File: config.mk
export PLATFORM = sky130hd
export DESIGN_NAME = bus_mode_ctrl
export DESIGN_NICKNAME = d
export VERILOG_FILES = /design/src/hw/bus_mode_pkg.sv /design/src/hw/cs_decoder.sv /design/src/hw/bus_mode_ctrl.sv
export VERILOG_INCLUDE_DIRS = /design/src /design/src/hw
export SDC_FILE = /design/constraint.sdc
export NUM_CORES = 1
export LEC_CHECK = 0
export BUFFER_PORTS_ARGS = -buffer_cell sky130_fd_sc_hd__clkbuf_2
export CAP_MARGIN = 20
export CORE_MARGIN = 2
export CORE_UTILIZATION = 45
export CTS_BUF_LIST = sky130_fd_sc_hd__clkbuf_4 sky130_fd_sc_hd__clkbuf_8 sky130_fd_sc_hd__clkbuf_16
export CTS_CLUSTER_DIAMETER = 30
export DETAILED_ROUTE_END_ITERATION = 8
export HOLD_SLACK_MARGIN = 0.03
export PLACE_DENSITY = 0.85
export SYNTH_ARGS = -nofsm -noshare
export SYNTH_HDL_FRONTEND = slang
export SYNTH_HIERARCHICAL = 1
export SYNTH_SLANG_ARGS = --single-unit
File: constraint.sdc
create_clock -name mclk_i -period 8.2 [get_ports mclk_i]
set_clock_uncertainty 0.15 [all_clocks]
set_input_delay 2.46 -clock mclk_i [delete_from_list [all_inputs] [get_ports mclk_i]]
set_output_delay 2.46 -clock mclk_i [all_outputs]
set_load 0.02 [all_outputs]
File: src/hw/bus_mode_consts.svh
// Constants for the external bus mode controller.
`ifndef BUS_MODE_CONSTS_SVH
`define BUS_MODE_CONSTS_SVH
`define BM_NUM_CS        4
`define BM_ADDR_W        24
`define BM_DATA_W        8
`define BM_LEN_W         4
`define BM_MODE_W        2
`define BM_MODE_NATIVE   2'h0
`define BM_MODE_CLASSIC  2'h1
`define BM_MODE_LATCH    2'h2
`define BM_CLASSIC_MIN   4'h1
`define BM_LATCH_MIN     4'h2
`define BM_LEN_ONE       4'h1
`define BM_IO_HI_MSB     15
`define BM_IO_HI_LSB     8
`define BM_MEM_HI_MSB    23
`define BM_MEM_HI_LSB    16
`define BM_PERIPH_TOP    8'h00
`endif

File: src/hw/bus_mode_pkg.sv
// Types shared by the external bus mode controller.
package bus_mode_pkg;
  typedef enum logic [2:0] {
    ST_IDLE = 3'b000,
    ST_T1   = 3'b001,
    ST_T2   = 3'b010,
    ST_WAIT = 3'b011,
    ST_T3   = 3'b100,
    ST_T4   = 3'b101
  } bus_state_t;
endpackage : bus_mode_pkg

File: src/hw/cs_decoder.sv
// Chip-select decoder with fixed priority, lower number wins.
`timescale 1ns/1ps
`include "bus_mode_consts.svh"
module cs_decoder #(
  parameter int NUM_CS = `BM_NUM_CS
) (
  // Address and cycle type
  input  wire logic [`BM_ADDR_W-1:0] addr_i,
  input  wire logic                  mem_i,
  input  wire logic                  io_i,
  // Per chip-select configuration
  input  wire logic [NUM_CS-1:0]     cs_en_i,
  input  wire logic [NUM_CS-1:0]     cs_io_i,
  input  wire logic [NUM_CS*8-1:0]   cs_lbr_i,
  input  wire logic [NUM_CS*8-1:0]   cs_ubr_i,
  // One-hot selection
  output logic      [NUM_CS-1:0]     sel_o
);
  logic [NUM_CS-1:0] hit;
  logic [7:0]        mem_hi;
  logic [7:0]        io_hi;

  assign mem_hi = addr_i[`BM_MEM_HI_MSB:`BM_MEM_HI_LSB];
  assign io_hi  = addr_i[`BM_IO_HI_MSB:`BM_IO_HI_LSB];

  genvar g;
  generate
    for (g = 0; g < NUM_CS; g++) begin : g_hit
      assign hit[g] = cs_en_i[g] & (
        (!cs_io_i[g] && mem_i && mem_hi >= cs_lbr_i[g*8 +: 8]
                     && mem_hi <= cs_ubr_i[g*8 +: 8]) ||
        (cs_io_i[g] && io_i && io_hi == cs_lbr_i[g*8 +: 8]
                    && io_hi != `BM_PERIPH_TOP));
    end
  endgenerate

  // Isolate the lowest set bit for priority.
  assign sel_o = hit & (~hit + {{(NUM_CS-1){1'b0}}, 1'b1});
endmodule : cs_decoder

File: src/hw/bus_mode_ctrl.sv
// External bus cycle shaper with per chip-select bus modes.
`timescale 1ns/1ps
`include "bus_mode_consts.svh"
module bus_mode_ctrl
  import bus_mode_pkg::*;
#(
  parameter int NUM_CS = `BM_NUM_CS
) (
  // Clock and reset
  input  wire logic                          mclk_i,
  input  wire logic                          rst_i,
  // Per chip-select configuration
  input  wire logic [NUM_CS-1:0]             cs_en_i,
  input  wire logic [NUM_CS-1:0]             cs_io_i,
  input  wire logic [NUM_CS*8-1:0]           cs_lbr_i,
  input  wire logic [NUM_CS*8-1:0]           cs_ubr_i,
  input  wire logic [NUM_CS*`BM_MODE_W-1:0]  cs_mode_i,
  input  wire logic [NUM_CS*`BM_LEN_W-1:0]   cs_len_i,
  input  wire logic [NUM_CS-1:0]             cs_mux_i,
  // Processor side
  input  wire logic                          cpu_req_i,
  input  wire logic                          cpu_write_i,
  input  wire logic                          cpu_mem_i,
  input  wire logic                          cpu_io_i,
  input  wire logic [`BM_ADDR_W-1:0]         cpu_addr_i,
  input  wire logic [`BM_DATA_W-1:0]         cpu_wdata_i,
  input  wire logic                          cpu_rd_n_i,
  input  wire logic                          cpu_wr_n_i,
  output logic                               cpu_ready_o,
  output logic [`BM_DATA_W-1:0]              cpu_rdata_o,
  // Bus arbitration pins
  input  wire logic                          bus_request_in_n_i,
  output logic                               bus_grant_out_n_o,
  // External master activity seen on the pins
  input  wire logic                          ext_mem_n_i,
  input  wire logic                          ext_io_n_i,
  output logic                               ext_internal_hit_o,
  // Bus pins
  input  wire logic                          wait_n_i,
  output logic [`BM_ADDR_W-1:0]              addr_o,
  input  wire logic [`BM_ADDR_W-1:0]         addr_i,
  output logic                               addr_oe_o,
  output logic [`BM_DATA_W-1:0]              data_o,
  input  wire logic [`BM_DATA_W-1:0]         data_i,
  output logic                               data_oe_o,
  output logic [NUM_CS-1:0]                  cs_n_o,
  output logic                               read_strobe_n_o,
  output logic                               write_strobe_n_o,
  output logic                               memory_request_n_o,
  output logic                               io_request_n_o,
  output logic                               address_latch_strobe_o,
  output logic                               inserted_wait_state_o
);
  // ----------------------------------------------------------------
  // Pin synchronisers
  // ----------------------------------------------------------------
  logic [1:0] wait_s_q, breq_s_q, emem_s_q, eio_s_q;
  logic       wait_low, breq, ext_mem, ext_io;

  always_ff @(posedge mclk_i) begin
    if (rst_i) begin
      wait_s_q <= 2'h3;
      breq_s_q <= 2'h3;
      emem_s_q <= 2'h3;
      eio_s_q  <= 2'h3;
    end else begin
      wait_s_q <= {wait_s_q[0], wait_n_i};
      breq_s_q <= {breq_s_q[0], bus_request_in_n_i};
      emem_s_q <= {emem_s_q[0], ext_mem_n_i};
      eio_s_q  <= {eio_s_q[0], ext_io_n_i};
    end
  end

  assign wait_low = !wait_s_q[1];
  assign breq     = !breq_s_q[1];
  assign ext_mem  = !emem_s_q[1];
  assign ext_io   = !eio_s_q[1];

  // ----------------------------------------------------------------
  // Chip-select decode
  // ----------------------------------------------------------------
  logic                  granted_q;
  logic [`BM_ADDR_W-1:0] dec_addr;
  logic                  dec_mem, dec_io;
  logic [NUM_CS-1:0]     sel;

  assign dec_addr = granted_q ? addr_i : cpu_addr_i;
  assign dec_mem  = granted_q ? ext_mem : cpu_mem_i;
  assign dec_io   = granted_q ? ext_io : cpu_io_i;

  cs_decoder #(.NUM_CS(NUM_CS)) u_dec (
    .addr_i   (dec_addr),
    .mem_i    (dec_mem),
    .io_i     (dec_io),
    .cs_en_i  (cs_en_i),
    .cs_io_i  (cs_io_i),
    .cs_lbr_i (cs_lbr_i),
    .cs_ubr_i (cs_ubr_i),
    .sel_o    (sel)
  );

  assign ext_internal_hit_o = granted_q && ext_io &&
      addr_i[`BM_IO_HI_MSB:`BM_IO_HI_LSB] == `BM_PERIPH_TOP;

  // ----------------------------------------------------------------
  // Per chip-select mode and length selection
  // ----------------------------------------------------------------
  logic [`BM_MODE_W-1:0] sel_mode;
  logic [`BM_LEN_W-1:0]  sel_len;
  logic                  sel_mux;

  always_comb begin
    sel_mode = `BM_MODE_NATIVE;
    sel_len  = `BM_LEN_ONE;
    sel_mux  = 1'b0;
    for (int i = 0; i < NUM_CS; i++) begin
      if (sel[i]) begin
        sel_mode = cs_mode_i[i*`BM_MODE_W +: `BM_MODE_W];
        sel_len  = cs_len_i[i*`BM_LEN_W +: `BM_LEN_W];
        sel_mux  = cs_mux_i[i];
      end
    end
  end

  // ----------------------------------------------------------------
  // Cycle state machine
  // ----------------------------------------------------------------
  bus_state_t            state_q;
  logic [`BM_LEN_W-1:0]  cnt_q, len_q;
  logic [`BM_MODE_W-1:0] mode_q;
  logic                  mux_q, write_q, mem_q;
  logic [NUM_CS-1:0]     sel_q;
  logic [`BM_ADDR_W-1:0] addr_q;
  logic [`BM_DATA_W-1:0] wdata_q;
  logic                  last_clk, shaped, start, done_q;

  assign shaped   = sel != '0 && sel_mode != `BM_MODE_NATIVE;
  // The edge that takes ready also ends the request, so no new cycle starts on it.
  assign start    = state_q == ST_IDLE && cpu_req_i && !granted_q && shaped && !done_q;
  assign last_clk = cnt_q == len_q;

  always_ff @(posedge mclk_i) begin
    if (rst_i) begin
      len_q   <= `BM_LEN_ONE;
      mode_q  <= `BM_MODE_NATIVE;
      mux_q   <= 1'b0;
      write_q <= 1'b0;
      mem_q   <= 1'b0;
      sel_q   <= '0;
      addr_q  <= '0;
      wdata_q <= '0;
    end else if (start) begin
      mode_q  <= sel_mode;
      mux_q   <= sel_mux && sel_mode == `BM_MODE_LATCH;
      write_q <= cpu_write_i;
      mem_q   <= cpu_mem_i;
      sel_q   <= sel;
      addr_q  <= cpu_addr_i;
      wdata_q <= cpu_wdata_i;
      if (sel_mode == `BM_MODE_CLASSIC && sel_len < `BM_CLASSIC_MIN) begin
        len_q <= `BM_CLASSIC_MIN;
      end else if (sel_mode == `BM_MODE_LATCH && sel_len < `BM_LATCH_MIN) begin
        len_q <= `BM_LATCH_MIN;
      end else begin
        len_q <= sel_len;
      end
    end
  end

  always_ff @(posedge mclk_i) begin
    if (rst_i) begin
      state_q <= ST_IDLE;
      cnt_q   <= `BM_LEN_ONE;
    end else begin
      unique case (state_q)
        ST_IDLE: begin
          cnt_q <= `BM_LEN_ONE;
          if (start) begin
            state_q <= ST_T1;
          end
        end
        ST_T1: begin
          cnt_q <= last_clk ? `BM_LEN_ONE : cnt_q + `BM_LEN_ONE;
          if (last_clk) begin
            state_q <= ST_T2;
          end
        end
        ST_T2: begin
          cnt_q <= last_clk ? `BM_LEN_ONE : cnt_q + `BM_LEN_ONE;
          if (last_clk) begin
            state_q <= wait_low ? ST_WAIT : ST_T3;
          end
        end
        ST_WAIT: begin
          cnt_q <= `BM_LEN_ONE;
          if (!wait_low) begin
            state_q <= ST_T3;
          end
        end
        // T3 then T4 in latch mode
        ST_T3: begin
          cnt_q <= last_clk ? `BM_LEN_ONE : cnt_q + `BM_LEN_ONE;
          if (last_clk) begin
            state_q <= mode_q == `BM_MODE_LATCH ? ST_T4 : ST_IDLE;
          end
        end
        ST_T4: begin
          cnt_q <= last_clk ? `BM_LEN_ONE : cnt_q + `BM_LEN_ONE;
          if (last_clk) begin
            state_q <= ST_IDLE;
          end
        end
        default: begin
          state_q <= ST_IDLE;
        end
      endcase
    end
  end

  // ----------------------------------------------------------------
  // Read data capture and completion
  // ----------------------------------------------------------------
  logic cap_classic, cap_latch;

  assign cap_classic = state_q == ST_T3 && last_clk && mode_q == `BM_MODE_CLASSIC;
  assign cap_latch   = state_q == ST_T3 && last_clk && mode_q == `BM_MODE_LATCH;

  always_ff @(posedge mclk_i) begin
    if (rst_i) begin
      cpu_rdata_o <= '0;
    end else if ((cap_classic || cap_latch) && !write_q) begin
      cpu_rdata_o <= data_i;
    end else if (!granted_q && cpu_req_i && !shaped && !cpu_write_i) begin
      cpu_rdata_o <= data_i;
    end
  end

  always_ff @(posedge mclk_i) begin
    if (rst_i) begin
      done_q <= 1'b0;
    end else begin
      done_q <= (cap_classic || (state_q == ST_T4 && last_clk));
    end
  end

  assign cpu_ready_o = granted_q ? 1'b0 : (shaped || state_q != ST_IDLE) ? done_q : 1'b1;

  // ----------------------------------------------------------------
  // Bus arbitration
  // ----------------------------------------------------------------
  // Grant only between cycles
  always_ff @(posedge mclk_i) begin
    if (rst_i) begin
      granted_q <= 1'b0;
    end else if (state_q == ST_IDLE && !start) begin
      granted_q <= breq;
    end
  end

  assign bus_grant_out_n_o = !granted_q;

  // ----------------------------------------------------------------
  // Pin drive
  // ----------------------------------------------------------------
  logic busy, t2_on, strobe_on, ale_high;

  assign busy      = state_q != ST_IDLE;
  assign t2_on     = state_q == ST_T2 || state_q == ST_WAIT || state_q == ST_T3;
  assign strobe_on = t2_on;
  // Strobe high for first half of T1
  assign ale_high  = state_q == ST_T1 && mode_q == `BM_MODE_LATCH &&
                     ({cnt_q, 1'b0} <= {1'b0, len_q});

  always_comb begin
    addr_oe_o              = !granted_q;
    addr_o                 = cpu_addr_i;
    data_oe_o              = !granted_q && cpu_write_i && cpu_req_i;
    data_o                 = cpu_wdata_i;
    cs_n_o                 = ~sel;
    read_strobe_n_o        = granted_q || cpu_rd_n_i;
    write_strobe_n_o       = granted_q || cpu_wr_n_i;
    memory_request_n_o     = granted_q || !(cpu_mem_i && cpu_req_i);
    io_request_n_o         = granted_q || !(cpu_io_i && cpu_req_i);
    address_latch_strobe_o = 1'b0;
    if (granted_q) begin
      cs_n_o = ~sel;
    end else if (busy) begin
      addr_o                 = addr_q;
      // Address and select held whole cycle
      cs_n_o                 = ~sel_q;
      read_strobe_n_o        = !(strobe_on && !write_q);
      write_strobe_n_o       = !(strobe_on && write_q);
      memory_request_n_o     = !(t2_on && mem_q);
      io_request_n_o         = !(t2_on && !mem_q);
      address_latch_strobe_o = ale_high;
      // Address low byte on data in T1
      if (mux_q && state_q == ST_T1) begin
        data_oe_o = 1'b1;
        data_o    = addr_q[`BM_DATA_W-1:0];
      end else begin
        data_oe_o = write_q;
        data_o    = wdata_q;
      end
    end else if (shaped) begin
      // Hold the pins quiet until the shaped cycle starts.
      cs_n_o             = '1;
      read_strobe_n_o    = 1'b1;
      write_strobe_n_o   = 1'b1;
      memory_request_n_o = 1'b1;
      io_request_n_o     = 1'b1;
      data_oe_o          = 1'b0;
    end
  end

  assign inserted_wait_state_o = state_q == ST_WAIT;
endmodule : bus_mode_ctrl

Word-level counts from Yosys, hierarchy flattened
Cells that the tools add are included.
{ "word_totals": {"reg_bits": 70, "inputBits": 176, "output_inout_bits": 55, "word_cells": 214} }
{ "classes": {"addsub": 2, "n_lt_le_gt_ge": 11, "n_eq_ne": 20, "n_mux": 58, "n_bitwise": 8, "n_reduce_logical": 98} }
{ "op_table": {"columns": ["operator", "n"], "rows": [
  ["two-way mux 24 bit", 3],
  ["logical AND 1 bit", 54],
  ["two-way mux 4 bit", 10],
  ["two-way mux 8 bit", 5],
  ["== test 8 bit", 4],
  ["greater-or-equal comparator 8 bit", 4],
  ["<= comparator 8 bit", 4],
  ["two-way mux 1 bit", 26],
  ["two-way mux 3 bit", 8],
  ["logical NOT 1 bit", 20],
  ["case mux 3 bit (6 select lines)", 1],
  ["logical OR 1 bit", 13],
  ["inverter 4 bit", 3],
  ["!= test 2 bit, second input constant", 5],
  ["adder 4 x 1 -> 4 bit, second input constant", 2],
  ["logical NOT 8 bit", 1],
  ["two-way mux 2 bit", 4],
  ["case mux 4 bit (2 select lines)", 1],
  ["nonzero test 8 bit", 1],
  ["== test 3 x 2 -> 1 bit, second input constant", 2],
  ["== test 3 bit, second input constant", 2],
  ["AND reduction 6 bit", 1],
  ["nonzero test 2 bit", 3],
  ["<= comparator 5 x 4 -> 1 bit", 1],
  ["14 further kinds", 19]
]} }

Depth between registers and ports, before layout
Gate-level depths: netlist of the first run.
{ "depth": {"depth_word": 21, "mapped_depth": 21, "ltp_nobuf": 16} }

Hierarchy
Netlist of the first run, hierarchy kept.
{ "by_module_without_submodules": {"columns": ["module", "n_inst", "cells_each", "area_each_um2", "seq_area_each_um2"], "rows": [
  ["bus_mode_ctrl", 1, 467, 3875.0, 1401.3],
  ["cs_decoder", 1, 286, 2037.0, 0.0]
]} }

Worst setup path after synthesis of the first run
No wires, ideal clock.
{ "synth_timing": {"path_kind": "input to output", "start": "input addr_i[16]", "end": "output data_oe_o", "arrival_time_ns": 5.587, "required_ns": 5.590, "path_slack_ns": 0.003, "path_stages": 15, "n_path_buf": 0, "path_cell_list": "mux2_2 inv_1 ha_1 nand2b_1 a2111oi_0 o31ai_1 o221a_1 a41oi_1 and4bb_1 nand2b_1 o22ai_1 a21oi_2 or3_1 nor2_1 a21bo_1"} }
{ "synth_via": {"word_cells_on_any_way": 38, "classes_between": "1 x add/sub; 8 x order compare; 8 x mux; 6 x bitwise; 15 x reduce/logical"} }
{ "synth_rtl": {"columns": ["item", "line", "text"], "rows": [
  ["start, declared", "bus_mode_ctrl.sv:41", "input wire logic [`BM_ADDR_W-1:0] addr_i,"],
  ["two-way mux 24 bit (*)", "bus_mode_ctrl.sv:87", "assign dec_addr = granted_q ? addr_i : cpu_addr_i;"],
  ["greater-or-equal comparator 8 bit", "cs_decoder.sv:30", "(!cs_io_i[g] && mem_i && mem_hi >= cs_lbr_i[g*8 +: 8]"],
  ["logical AND 1 bit", "cs_decoder.sv:30", null],
  ["logical AND 1 bit", "cs_decoder.sv:31", "&& mem_hi <= cs_ubr_i[g*8 +: 8]) ||"],
  ["logical OR 1 bit", "cs_decoder.sv:30", null],
  ["bitwise AND 1 bit", "cs_decoder.sv:29", "assign hit[g] = cs_en_i[g] & ("],
  ["inverter 4 bit", "cs_decoder.sv:38", "assign sel_o = hit & (~hit + {{(NUM_CS-1){1'b0}}, 1'b1});"],
  ["adder 4 x 1 -> 4 bit", "cs_decoder.sv:38", null],
  ["bitwise AND 4 bit (*)", "cs_decoder.sv:38", null],
  ["net sel[3]", "bus_mode_ctrl.sv:85", "logic [NUM_CS-1:0] sel;"],
  ["two-way mux 2 bit", "bus_mode_ctrl.sv:117", "if (sel[i]) begin"],
  ["nonzero test 2 bit (no line)", null, null],
  ["logical AND 1 bit (no line) (*)", null, null],
  ["two-way mux 1 bit (*)", "bus_mode_ctrl.sv:304", "end else if (shaped) begin"],
  ["two-way mux 1 bit (*)", "bus_mode_ctrl.sv:287", "end else if (busy) begin"],
  ["two-way mux 1 bit (*)", "bus_mode_ctrl.sv:285", "if (granted_q) begin"],
  ["end, declared", "bus_mode_ctrl.sv:45", "output logic data_oe_o,"]
]} }
The timed path passes the listed nets; every way through them passes the cells marked *.

Final worst setup path of the first run
{ "layout_timing": {"start": "input cpu_addr_i[22]", "end": "output read_strobe_n_o"} }
{ "layout_via": {"word_cells_on_any_way": 38, "classes_between": "1 x add/sub; 8 x order compare; 8 x mux; 6 x bitwise; 15 x reduce/logical"} }
{ "layout_rtl": {"columns": ["item", "line", "text"], "rows": [
  ["start, declared", "bus_mode_ctrl.sv:25", "input wire logic [`BM_ADDR_W-1:0] cpu_addr_i,"],
  ["two-way mux 24 bit (*)", "bus_mode_ctrl.sv:87", null],
  ["net dec_addr[22]", "bus_mode_ctrl.sv:83", "logic [`BM_ADDR_W-1:0] dec_addr;"],
  ["greater-or-equal comparator 8 bit", "cs_decoder.sv:30", null],
  ["logical AND 1 bit", "cs_decoder.sv:30", null],
  ["logical AND 1 bit", "cs_decoder.sv:31", null],
  ["logical OR 1 bit", "cs_decoder.sv:30", null],
  ["bitwise AND 1 bit", "cs_decoder.sv:29", null],
  ["inverter 4 bit", "cs_decoder.sv:38", null],
  ["adder 4 x 1 -> 4 bit", "cs_decoder.sv:38", null],
  ["bitwise AND 4 bit (*)", "cs_decoder.sv:38", null],
  ["net sel[3]", "bus_mode_ctrl.sv:85", null],
  ["two-way mux 2 bit", "bus_mode_ctrl.sv:117", null],
  ["nonzero test 2 bit (no line)", null, null],
  ["logical AND 1 bit (no line) (*)", null, null],
  ["two-way mux 1 bit (*)", "bus_mode_ctrl.sv:304", null],
  ["two-way mux 1 bit (*)", "bus_mode_ctrl.sv:287", null],
  ["two-way mux 1 bit (*)", "bus_mode_ctrl.sv:285", null],
  ["end, declared", "bus_mode_ctrl.sv:47", "output logic read_strobe_n_o,"]
]} }
Marked as above.

==> results of run 1 <==
==> placed cells by master, fill, tap and decap left out, drive strengths merged, types with 6 or more instances in the layout <==
cell and n:
buf 87, inv 72, nand2 97, nor2b 11
nor2 51, mux2i 16, xor2 17, xnor2 19
dfxtp 70, nand2b 6, or2 10, nand4 12
a221oi 7, a21oi 86, a22oi 10, ha 68
clkbuf 224, mux2 40, nand3 9, a211oi 6
o21ai 24, nor3 15
==> layer usage <==
layer | global-route usage (%) | up-vias | wire length, um
li1 | - | 3149 | -
met2 | 47.0 | 333 | 9810
met4 | 11.2 | 0 | 692
met5 | 0 | - | 0
met3 | 3.78 | 55 | 1550
met1 | 32.1 | 2990 | 7580
==> area by class of cell <==
type / instances / share of cell area (%)
clock buffer: 10 / 2.86
multi-input combinational: 563 / 52.1
clock inverter: 6 / 0.825
sequential: 70 / 16.8
inverter: 71 / 3.25
timing repair buffer: 301 / 21.6
tap: 172 / 2.58
==> metrics by stage <==
step / cells / hold slack [ps]
after CTS: 1190 / 258
after floorplan: 745 / 239
after global routing: 1193 / 271
after detailed placement: 1171 / 244
after global placement: 1171 / 242
final: 1193 / 257
==> worst max-delay path by stage <==
| stage | slack (ps) | endpoint |
|---|---|---|
| floorplan | 3 | data_oe_o |
| global placement | -520 | data_oe_o |
| detailed placement | -610 | memory_request_n_o |
| CTS | -130 | cs_n_o[3] |
| global route | -320 | write_strobe_n_o |
| finish | -220 | read_strobe_n_o |
==> power by group through the flow <==
| stage | Clock [mW] | Sequential (mW) | Combinational, mW |
|---|---|---|---|
| 4_1_cts | 0.402 | 0.415 | 1.06 |
| 5_1_grt | 0.417 | 0.421 | 1.23 |
| 6_report | 0.394 | 0.415 | 1.14 |
| 3_3_place_gp | 0 | 0.419 | 0.972 |
| 3_5_place_dp | 0 | 0.420 | 0.998 |
| 2_1_floorplan | 0 | 0.403 | 0.670 |
==> state kept, by name, indices dropped and copies added, names as in the netlist, 2 cells and up <==
name         count
mode_q           2
state_q          3
wdata_q          8
cpu_rdata_o      8
eio_s_q          2
wait_s_q         2
emem_s_q         2
len_q            4
addr_q          24
sel_q            4
breq_s_q         2
cnt_q            4
==> worst register-to-register path: stages (launching register included) <==
cell and delay [ps]:
dfxtp_1 880, buf_4 300, mux2_2 370, or4_1 580
o21ai_4 260, nor3_1 130, o21ai_2 180, nand2_1 90
and4bb_4 440, inv_4 70, o22ai_4 140, a21oi_2 60
buf_4 130, buf_4 160, o21ai_4 520, buf_4 440
nand2_1 120, a21oi_1 160
==> timing repair <==
| action | 4_1_cts | 5_1_grt |
|---|---|---|
| pin swaps | 19 | 24 |
| hold buffers | 0 | 0 |
| endpoints found under the setup margin | 10 | 10 |
| buffers inserted | 3 | 3 |
| gates resized for setup | 50 | 51 |
==> metrics.txt, run 1 <==
clk_lat worst skew=~330 ps; max-slew violation count=0; setup_tns=-1700 ps; Hold EP=breq_s_q[1]$_SDFF_PP1_; CTS clk-pin slew, worst paths=around 60 ps; Worst setup EP type=output pin; pre-CTS WS=-610 ps; register area=between 1000 and 1500 um^2; worst reg2reg endpoint=addr_q[1]$_SDFFE_PP0P_; layout cells sized above 1=41.8%; Crit Path Max Fanout=6; largest net degree at the start of global routing=71; R2R depth=17; Tightest Pin Transition=859 ps; Cells after Synth=approximately 750; max_slew headroom=a little over two fifths; TritonCTS clock tree=built; nature of the critical path startpoint=primary input; number of core rows=41; RSZ-0062 raised after global routing=yes; post-layout minimum cycle time=about 8400 ps; CP required=~5600 ps; Worst setup startpoint=cpu_addr_i[22]; global route overflow=0; ant diodes=0; synthesis-to-layout area growth=43.3%; Final Routed Wirelength=between 15000 and 20000 um; PnR worst setup slack=-220 ps; Syn Nets=989; hold_sp=breq_s_q[0]$_SDFF_PP1_; first-pass iteration count of the detailed router=7; Worst VDD drop=approximately 0.11 mV; power share of the combinational group=between 50% and 60%; reg-to-reg critical path startpoint=granted_q$_SDFFE_PP0P_; cell depth of the worst setup path=17; Placer Congestion=around 0.96; Avg WL per Cell=16.4 um; syn_area_per_cell=7.81 um^2; number of DRC violations after detailed-routing iteration 0=440; share of the clock period used by the worst path=103%; Port-buffer cells=approximately 220; die width=about 120 um; Nets=roughly 1300; final hold vios=0; initial antenna violation count=0; via count=about 6500; CTS sink count=70; Clock Tree Buf Depth=2; mapped cell area=5820 um^2; DRC Markers=0; PnR Total Power=about 2 mW; Int Power=about 1.1 mW; Num CTS Buffers=9; CTS H-tree lvls=3; Core Box Area=about 13000 um^2; placed cell area=roughly 7500 um^2; DP HPWL=about 15000 um; via density per instance=~5.5; Fillers=just under 1000; Reg power frac=a little over a fifth; switching pwr=just over 800 uW; run status=finished with violations; PD cells=233 nW/um^2; vias in the first global route=between 6000 and 7000; crit path DAT=just under 6000 ps; Switching Share=42.3%; Yosys warning count=6; violated checks=setup timing; Die Y=about 120 um; GRT Overall Usage=between 20% and 30%; hold path cells=1; Multi-input gate area=approximately 4300 um^2; Hold WC Path Type=flip-flop to flip-flop; Critical-path top delay cell=or3_4; achievable frequency=between 100 and 150 MHz; Setup Viol. Count Final=10; Final Instance Area=about 8300 um^2; flop2flop setup slack=2930 ps; max-cap viol count=0; CP Cell Sequence=clkbuf_2, mux2_2, buf_4, ha_1, nand2_1, nor3_1, o31ai_2, a221oi_2, o21ai_2, nand2_1, and4bb_4, nand2b_4, o22ai_4, a21oi_2, or3_4, o32a_1, clkbuf_2; DRT antenna net count=0; share of power burned in the clock network=roughly 20%; Critical Path Max Stage Delay=around 440 ps; Leak=3.84 nW; first-pass GRT wire length=30200 um; Root Driver=clkbuf_16; Starting Density=46.1%; crit path buf inv count=3; num ports=about 230; Layout Utilization=approximately two thirds; critical setup path kind=primary input to output pin; area of the die=roughly 14000 um^2; CP delay by family, top=simple AND/OR/NAND/NOR gates
(Power assumes the default switching activity.)
==> inputs of run 2 (changes only) <==
- RECOVER_POWER: default -> 25
==> metrics.txt, run 2 (synthesis gave the netlist of run 1 again) <==
run status=finished with violations; violated checks=capacitance limit, slew limit, setup timing; area of the die=around 14000 um^2; Starting Density=between 40% and 50%; first-pass GRT wire length=approximately 30000 um; pre-CTS WS=-610 ps; number of core rows=41; max-cap viol count=1; DRC Markers=0; global route overflow=0; layout cells sized above 1=~40%; Worst VDD drop=between 0.1 and 0.15 mV; most common cell after layout, fill and taps aside=clkbuf_2; max reg flops=24; PD cells=~230 nW/um^2; first-pass iteration count of the detailed router=8; share of the clock period used by the worst path=102%; CTS sink count=70; Placer Congestion=approximately 0.96; biggest regs=addr_q: 24 flops, cpu_rdata_o: 8 flops, wdata_q: 8 flops; Leak=3.79 nW; via density per instance=5.48; ant diodes=0; clk_lat worst skew=~330 ps; non-filler cells, final=approximately 1200; Die Y=between 100 and 150 um; DP HPWL=approximately 15000 um; Setup Viol. Count Final=10; register name with the most flops=addr_q; synthesis-to-layout area growth=42.9%; achievable frequency=between 100 and 150 MHz; via count=approximately 6500; max-slew violation count=between 70 and 80; critical setup path kind=primary input to output pin; Tightest Pin Transition=approximately 3100 ps; number of DRC violations after detailed-routing iteration 0=roughly 470; num ports=roughly 230; DRT antenna net count=0; max_slew headroom=-107%; Port-buffer cells=between 200 and 250; Final Routed Wirelength=approximately 20000 um; Avg WL per Cell=~17 um; GRT Overall Usage=a little over a quarter; post-layout minimum cycle time=between 8000 and 9000 ps; PnR worst setup slack=-189 ps; PnR Total Power=between 1.5 and 2 mW; nature of the critical path startpoint=primary input; Crit Path Max Fanout=6; Worst setup EP type=output pin; crit path DAT=slightly below 6000 ps; vias in the first global route=approximately 6300; Hold WC Path Type=flip-flop to flip-flop; largest net degree at the start of global routing=71; most frequent cells in the layout=clkbuf_2 (198), nand2_1 (96), a21oi_1 (80); final hold vios=0; TritonCTS clock tree=built; Core Box Area=around 13000 um^2; Clock Tree Buf Depth=2; CTS H-tree lvls=3; Num CTS Buffers=9; placed cells=1171; CP required=5590 ps; initial antenna violation count=0; CTS clk-pin slew, worst paths=60 ps; Nets=1260; die width=approximately 120 um; flop2flop setup slack=between 2000 and 3000 ps; Root Driver=clkbuf_16; RSZ-0062 raised after global routing=yes
run 2: cell types whose count changed in the layout (fill, tap and decap cells not counted), sizes merged:
| cell | previous run | this run |
|---|---|---|
| buf | 87 | 86 |
| clkbuf | 224 | 225 |
run 2: area by class of cell:
| class | instances | area (um^2) |
|---|---|---|
| Multi-Input combinational cell | 563 | 4340 |
| Fill cell | 1000 | 4300 |
| Timing Repair Buffer | 301 | 1780 |
| Sequential cell | 70 | 1400 |
| Inverter | 71 | 272 |
| Clock buffer | 10 | 239 |
| Tap cell | 172 | 215 |
| Clock inverter | 6 | 68.8 |
run 2: path summary, 6_finish.rpt:
path                             to  cells after the start              startpoint
min reg2reg  breq_s_q[1]$_SDFF_PP1_                      1  breq_s_q[0]$_SDFF_PP1_
min          breq_s_q[1]$_SDFF_PP1_                      1  breq_s_q[0]$_SDFF_PP1_
max reg2reg   len_q[2]$_SDFFE_PP0P_                     16  granted_q$_SDFFE_PP0P_
max                       data_oe_o                     18          cpu_addr_i[22]
run 2: through the flow:
stage                     hold slack [ps]  cell area, um^2  util [%]  TNS [ps]
after floorplan                       239             5820         -         0
after global placement                242             7520      59.6     -4810
after detailed placement              244             7520      59.6     -5430
after CTS                             258             8090      64.1     -1090
after global routing                  271             8320      65.9     -2650
final                                 257             8320      65.9     -1370
run 2: critical path: stages:
cell and delay (ps):
clkbuf_2 90, mux2_2 340, buf_4 170, ha_1 270, nand2_1 70, nor3_1 280, o31ai_2 140, a221oi_2 270
o21ai_2 100, nand2_1 80, and4bb_4 280, nand2b_4 180, o22ai_4 100, a21oi_2 60, or3_4 440, nor2_4 180
a21bo_1 140, clkbuf_8 140
run 2: per-layer routing:
layer	track usage (%)	wire (um)	vias to the layer above
met5	0	0	-
met4	11.2	693	0
met3	3.78	1500	59
met2	47.0	9810	325
met1	32.1	7710	3004
li1	-	-	3150
run 2: repair_timing:
action	4_1_cts	5_1_grt
setup endpoints to repair	10	10
pin swaps	19	24
resized for setup	50	51
hold buffers	0	0
setup buffers	3	3
run 2: power breakdown:
group / total (mW) / switching [mW] / internal (mW)
sequential: 0.416 / 0.0392 / 0.376
combinational: 1.14 / 0.638 / 0.499
clock: 0.396 / 0.150 / 0.245
==> inputs of run 3 (changes only) <==
--- a/constraint.sdc
+++ b/constraint.sdc
@@ -4,2 +4,2 @@
 set_output_delay 2.46 -clock mclk_i [all_outputs]
-set_load 0.02 [all_outputs]
+set_load 0.005 [all_outputs]
==> metrics.txt, run 3 (synthesis gave the netlist of run 1 again) <==
PD cells=between 200 and 250 nW/um^2; register name with the most flops=addr_q; RSZ-0062 raised after global routing=yes; Worst setup EP type=output pin; via density per instance=around 5.5; DP HPWL=approximately 15000 um; most frequent cells in the layout=clkbuf_2 (217), nand2_1 (95), a21oi_1 (78); CP required=~5600 ps; share of power burned in the clock network=between 20% and 30%; power share of the combinational group=55.8%; clk_lat worst skew=roughly 330 ps; area of the die=between 10000 and 15000 um^2; layout cells sized above 1=42.3%; worst reg2reg endpoint=addr_q[3]$_SDFFE_PP0P_; final hold vios=0; Root Driver=clkbuf_16; Setup Viol. Count Final=9; first-pass iteration count of the detailed router=4; first-pass GRT wire length=about 30000 um; Reg power frac=between 20% and 30%; Placer Congestion=approximately 0.94; CTS clk-pin slew, worst paths=roughly 60 ps; num ports=between 200 and 250; global route overflow=0; initial antenna violation count=0; Tightest Pin Transition=between 3000 and 4000 ps; switching pwr=between 700 and 800 uW; ant diodes=0; most common cell after layout, fill and taps aside=clkbuf_2; flop2flop setup slack=2890 ps; number of core rows=slightly above 40; Crit Path Max Fanout=6; reg-to-reg critical path startpoint=granted_q$_SDFFE_PP0P_; DRC Markers=0; via count=approximately 6500; met2 Resource Use GR=a little under half; Final Routed Wirelength=19800 um; Avg WL per Cell=between 15 and 20 um; biggest regs=addr_q: 24 flops, cpu_rdata_o: 8 flops, wdata_q: 8 flops; Hold EP=eio_s_q[1]$_SDFF_PP1_; TritonCTS clock tree=built; run status=finished with violations; hold path cells=1; Worst VDD drop=between 0.1 and 0.15 mV; die width=roughly 120 um; nature of the critical path startpoint=primary input; Top Usage Layer GRT=met2; Clock Tree Buf Depth=2; Fillers=between 1000 and 1500; Leak=~3.8 nW; Hold WC Path Type=flip-flop to flip-flop; placed cell area=between 7000 and 8000 um^2; max_slew headroom=-105%; Nets=around 1300; hold_sp=eio_s_q[0]$_SDFF_PP1_; GR Layer Usage met1=32.4%; Int Power=about 1.1 mW; pre-CTS WS=-513 ps; CTS H-tree lvls=3; crit path DAT=approximately 5700 ps; R2R depth=18; Port-buffer cells=roughly 220; Core Box Area=between 10000 and 15000 um^2; violated checks=capacitance limit, slew limit, setup timing; CTS sink count=70; max-slew violation count=71; achievable frequency=around 120 MHz; Starting Density=about 46%; hold_ws=approximately 260 ps; largest net degree at the start of global routing=71; Num CTS Buffers=9; max reg flops=24; Die Y=118 um; number of DRC violations after detailed-routing iteration 0=434; register area=1400 um^2; Switching Share=around 40%; share of the clock period used by the worst path=101%; GRT Overall Usage=26.5%; Final Instance Area=around 8300 um^2; DRT antenna net count=0; Multi-input gate area=4400 um^2; synthesis-to-layout area growth=43.3%; met3 global-route usage=between 4 and 5%; critical setup path kind=primary input to output pin; vias in the first global route=6305; PnR worst setup slack=-110 ps; setup_tns=-502 ps; max-cap viol count=1; post-layout minimum cycle time=8310 ps
==> run 3: cell types whose count changed in the layout (fill, tap and decap cells not counted), moves of 3 or more <==
cell	delta
clkbuf_2	+19
clkbuf_1	-11
a22oi_1	+5
a22oi_2	-5
ha_1	-5
ha_4	+5
nor2_1	-5
buf_6	-4
nor2_2	+4
clkbuf_8	-3
==> run 3: how the worst max path moves through the flow <==
stage	startpoint	endpoint	slack, ps
after CTS	cpu_addr_i[16]	read_strobe_n_o	-110
after global placement	addr_i[17]	data_oe_o	-470
after detailed placement	cpu_addr_i[16]	data_oe_o	-510
after global routing	cpu_addr_i[23]	read_strobe_n_o	-260
after floorplan	addr_i[16]	data_oe_o	90
final	cpu_addr_i[23]	read_strobe_n_o	-110
==> run 3: power groups by stage <==
stage	Sequential, mW	Combinational, mW	Clock, mW
finish	0.418	1.03	0.397
global placement	0.421	0.870	0
global route	0.423	1.12	0.421
floorplan	0.398	0.574	0
CTS	0.417	0.950	0.405
detailed placement	0.423	0.895	0
==> run 3: what timing repair did <==
action | in CTS | in global routing
gates resized for setup | 42 | 48
hold buffers | 0 | 0
setup endpoints to repair | 10 | 10
setup buffers | 5 | 4
pin swaps | 23 | 23
==> run 3: area by class of cell <==
| type | count | area share, % |
|---|---|---|
| sequential | 70 | 16.8 |
| timing repair buffer | 302 | 21.0 |
| clock inverter | 7 | 0.930 |
| multi-input combinational | 563 | 52.8 |
| clock buffer | 9 | 2.70 |
| tap | 172 | 2.58 |
| inverter | 71 | 3.22 |
==> run 3: per-stage QoR <==
stage | util [%] | total power [mW] | std cells
2_1_floorplan | - | 0.972 | 745
3_3_place_gp | 59.5 | 1.29 | 1169
3_5_place_dp | 59.5 | 1.32 | 1169
4_1_cts | 63.9 | 1.77 | 1190
5_1_grt | 66.1 | 1.97 | 1194
6_report | 66.1 | 1.85 | 1194
==> run 3: critical path, stage by stage <==
cell and delay [ps]:
clkbuf_2 110, mux2_4 360, ha_4 290, nand4_1 220, nor3_4 230, nor2_2 70, a221oi_2 290, o21ai_2 120
nand2_1 80, and4bb_4 270, nand2b_4 160, o22ai_2 120, a21oi_2 60, or3_4 440, o32a_1 310, clkbuf_2 110
==> run 3: routing by layer <==
metal  share of wire [%]  wire [um]
met5                   0          0
met4                 3.1        617
met3                 6.4       1260
met2                  50       9830
met1                  41       8060
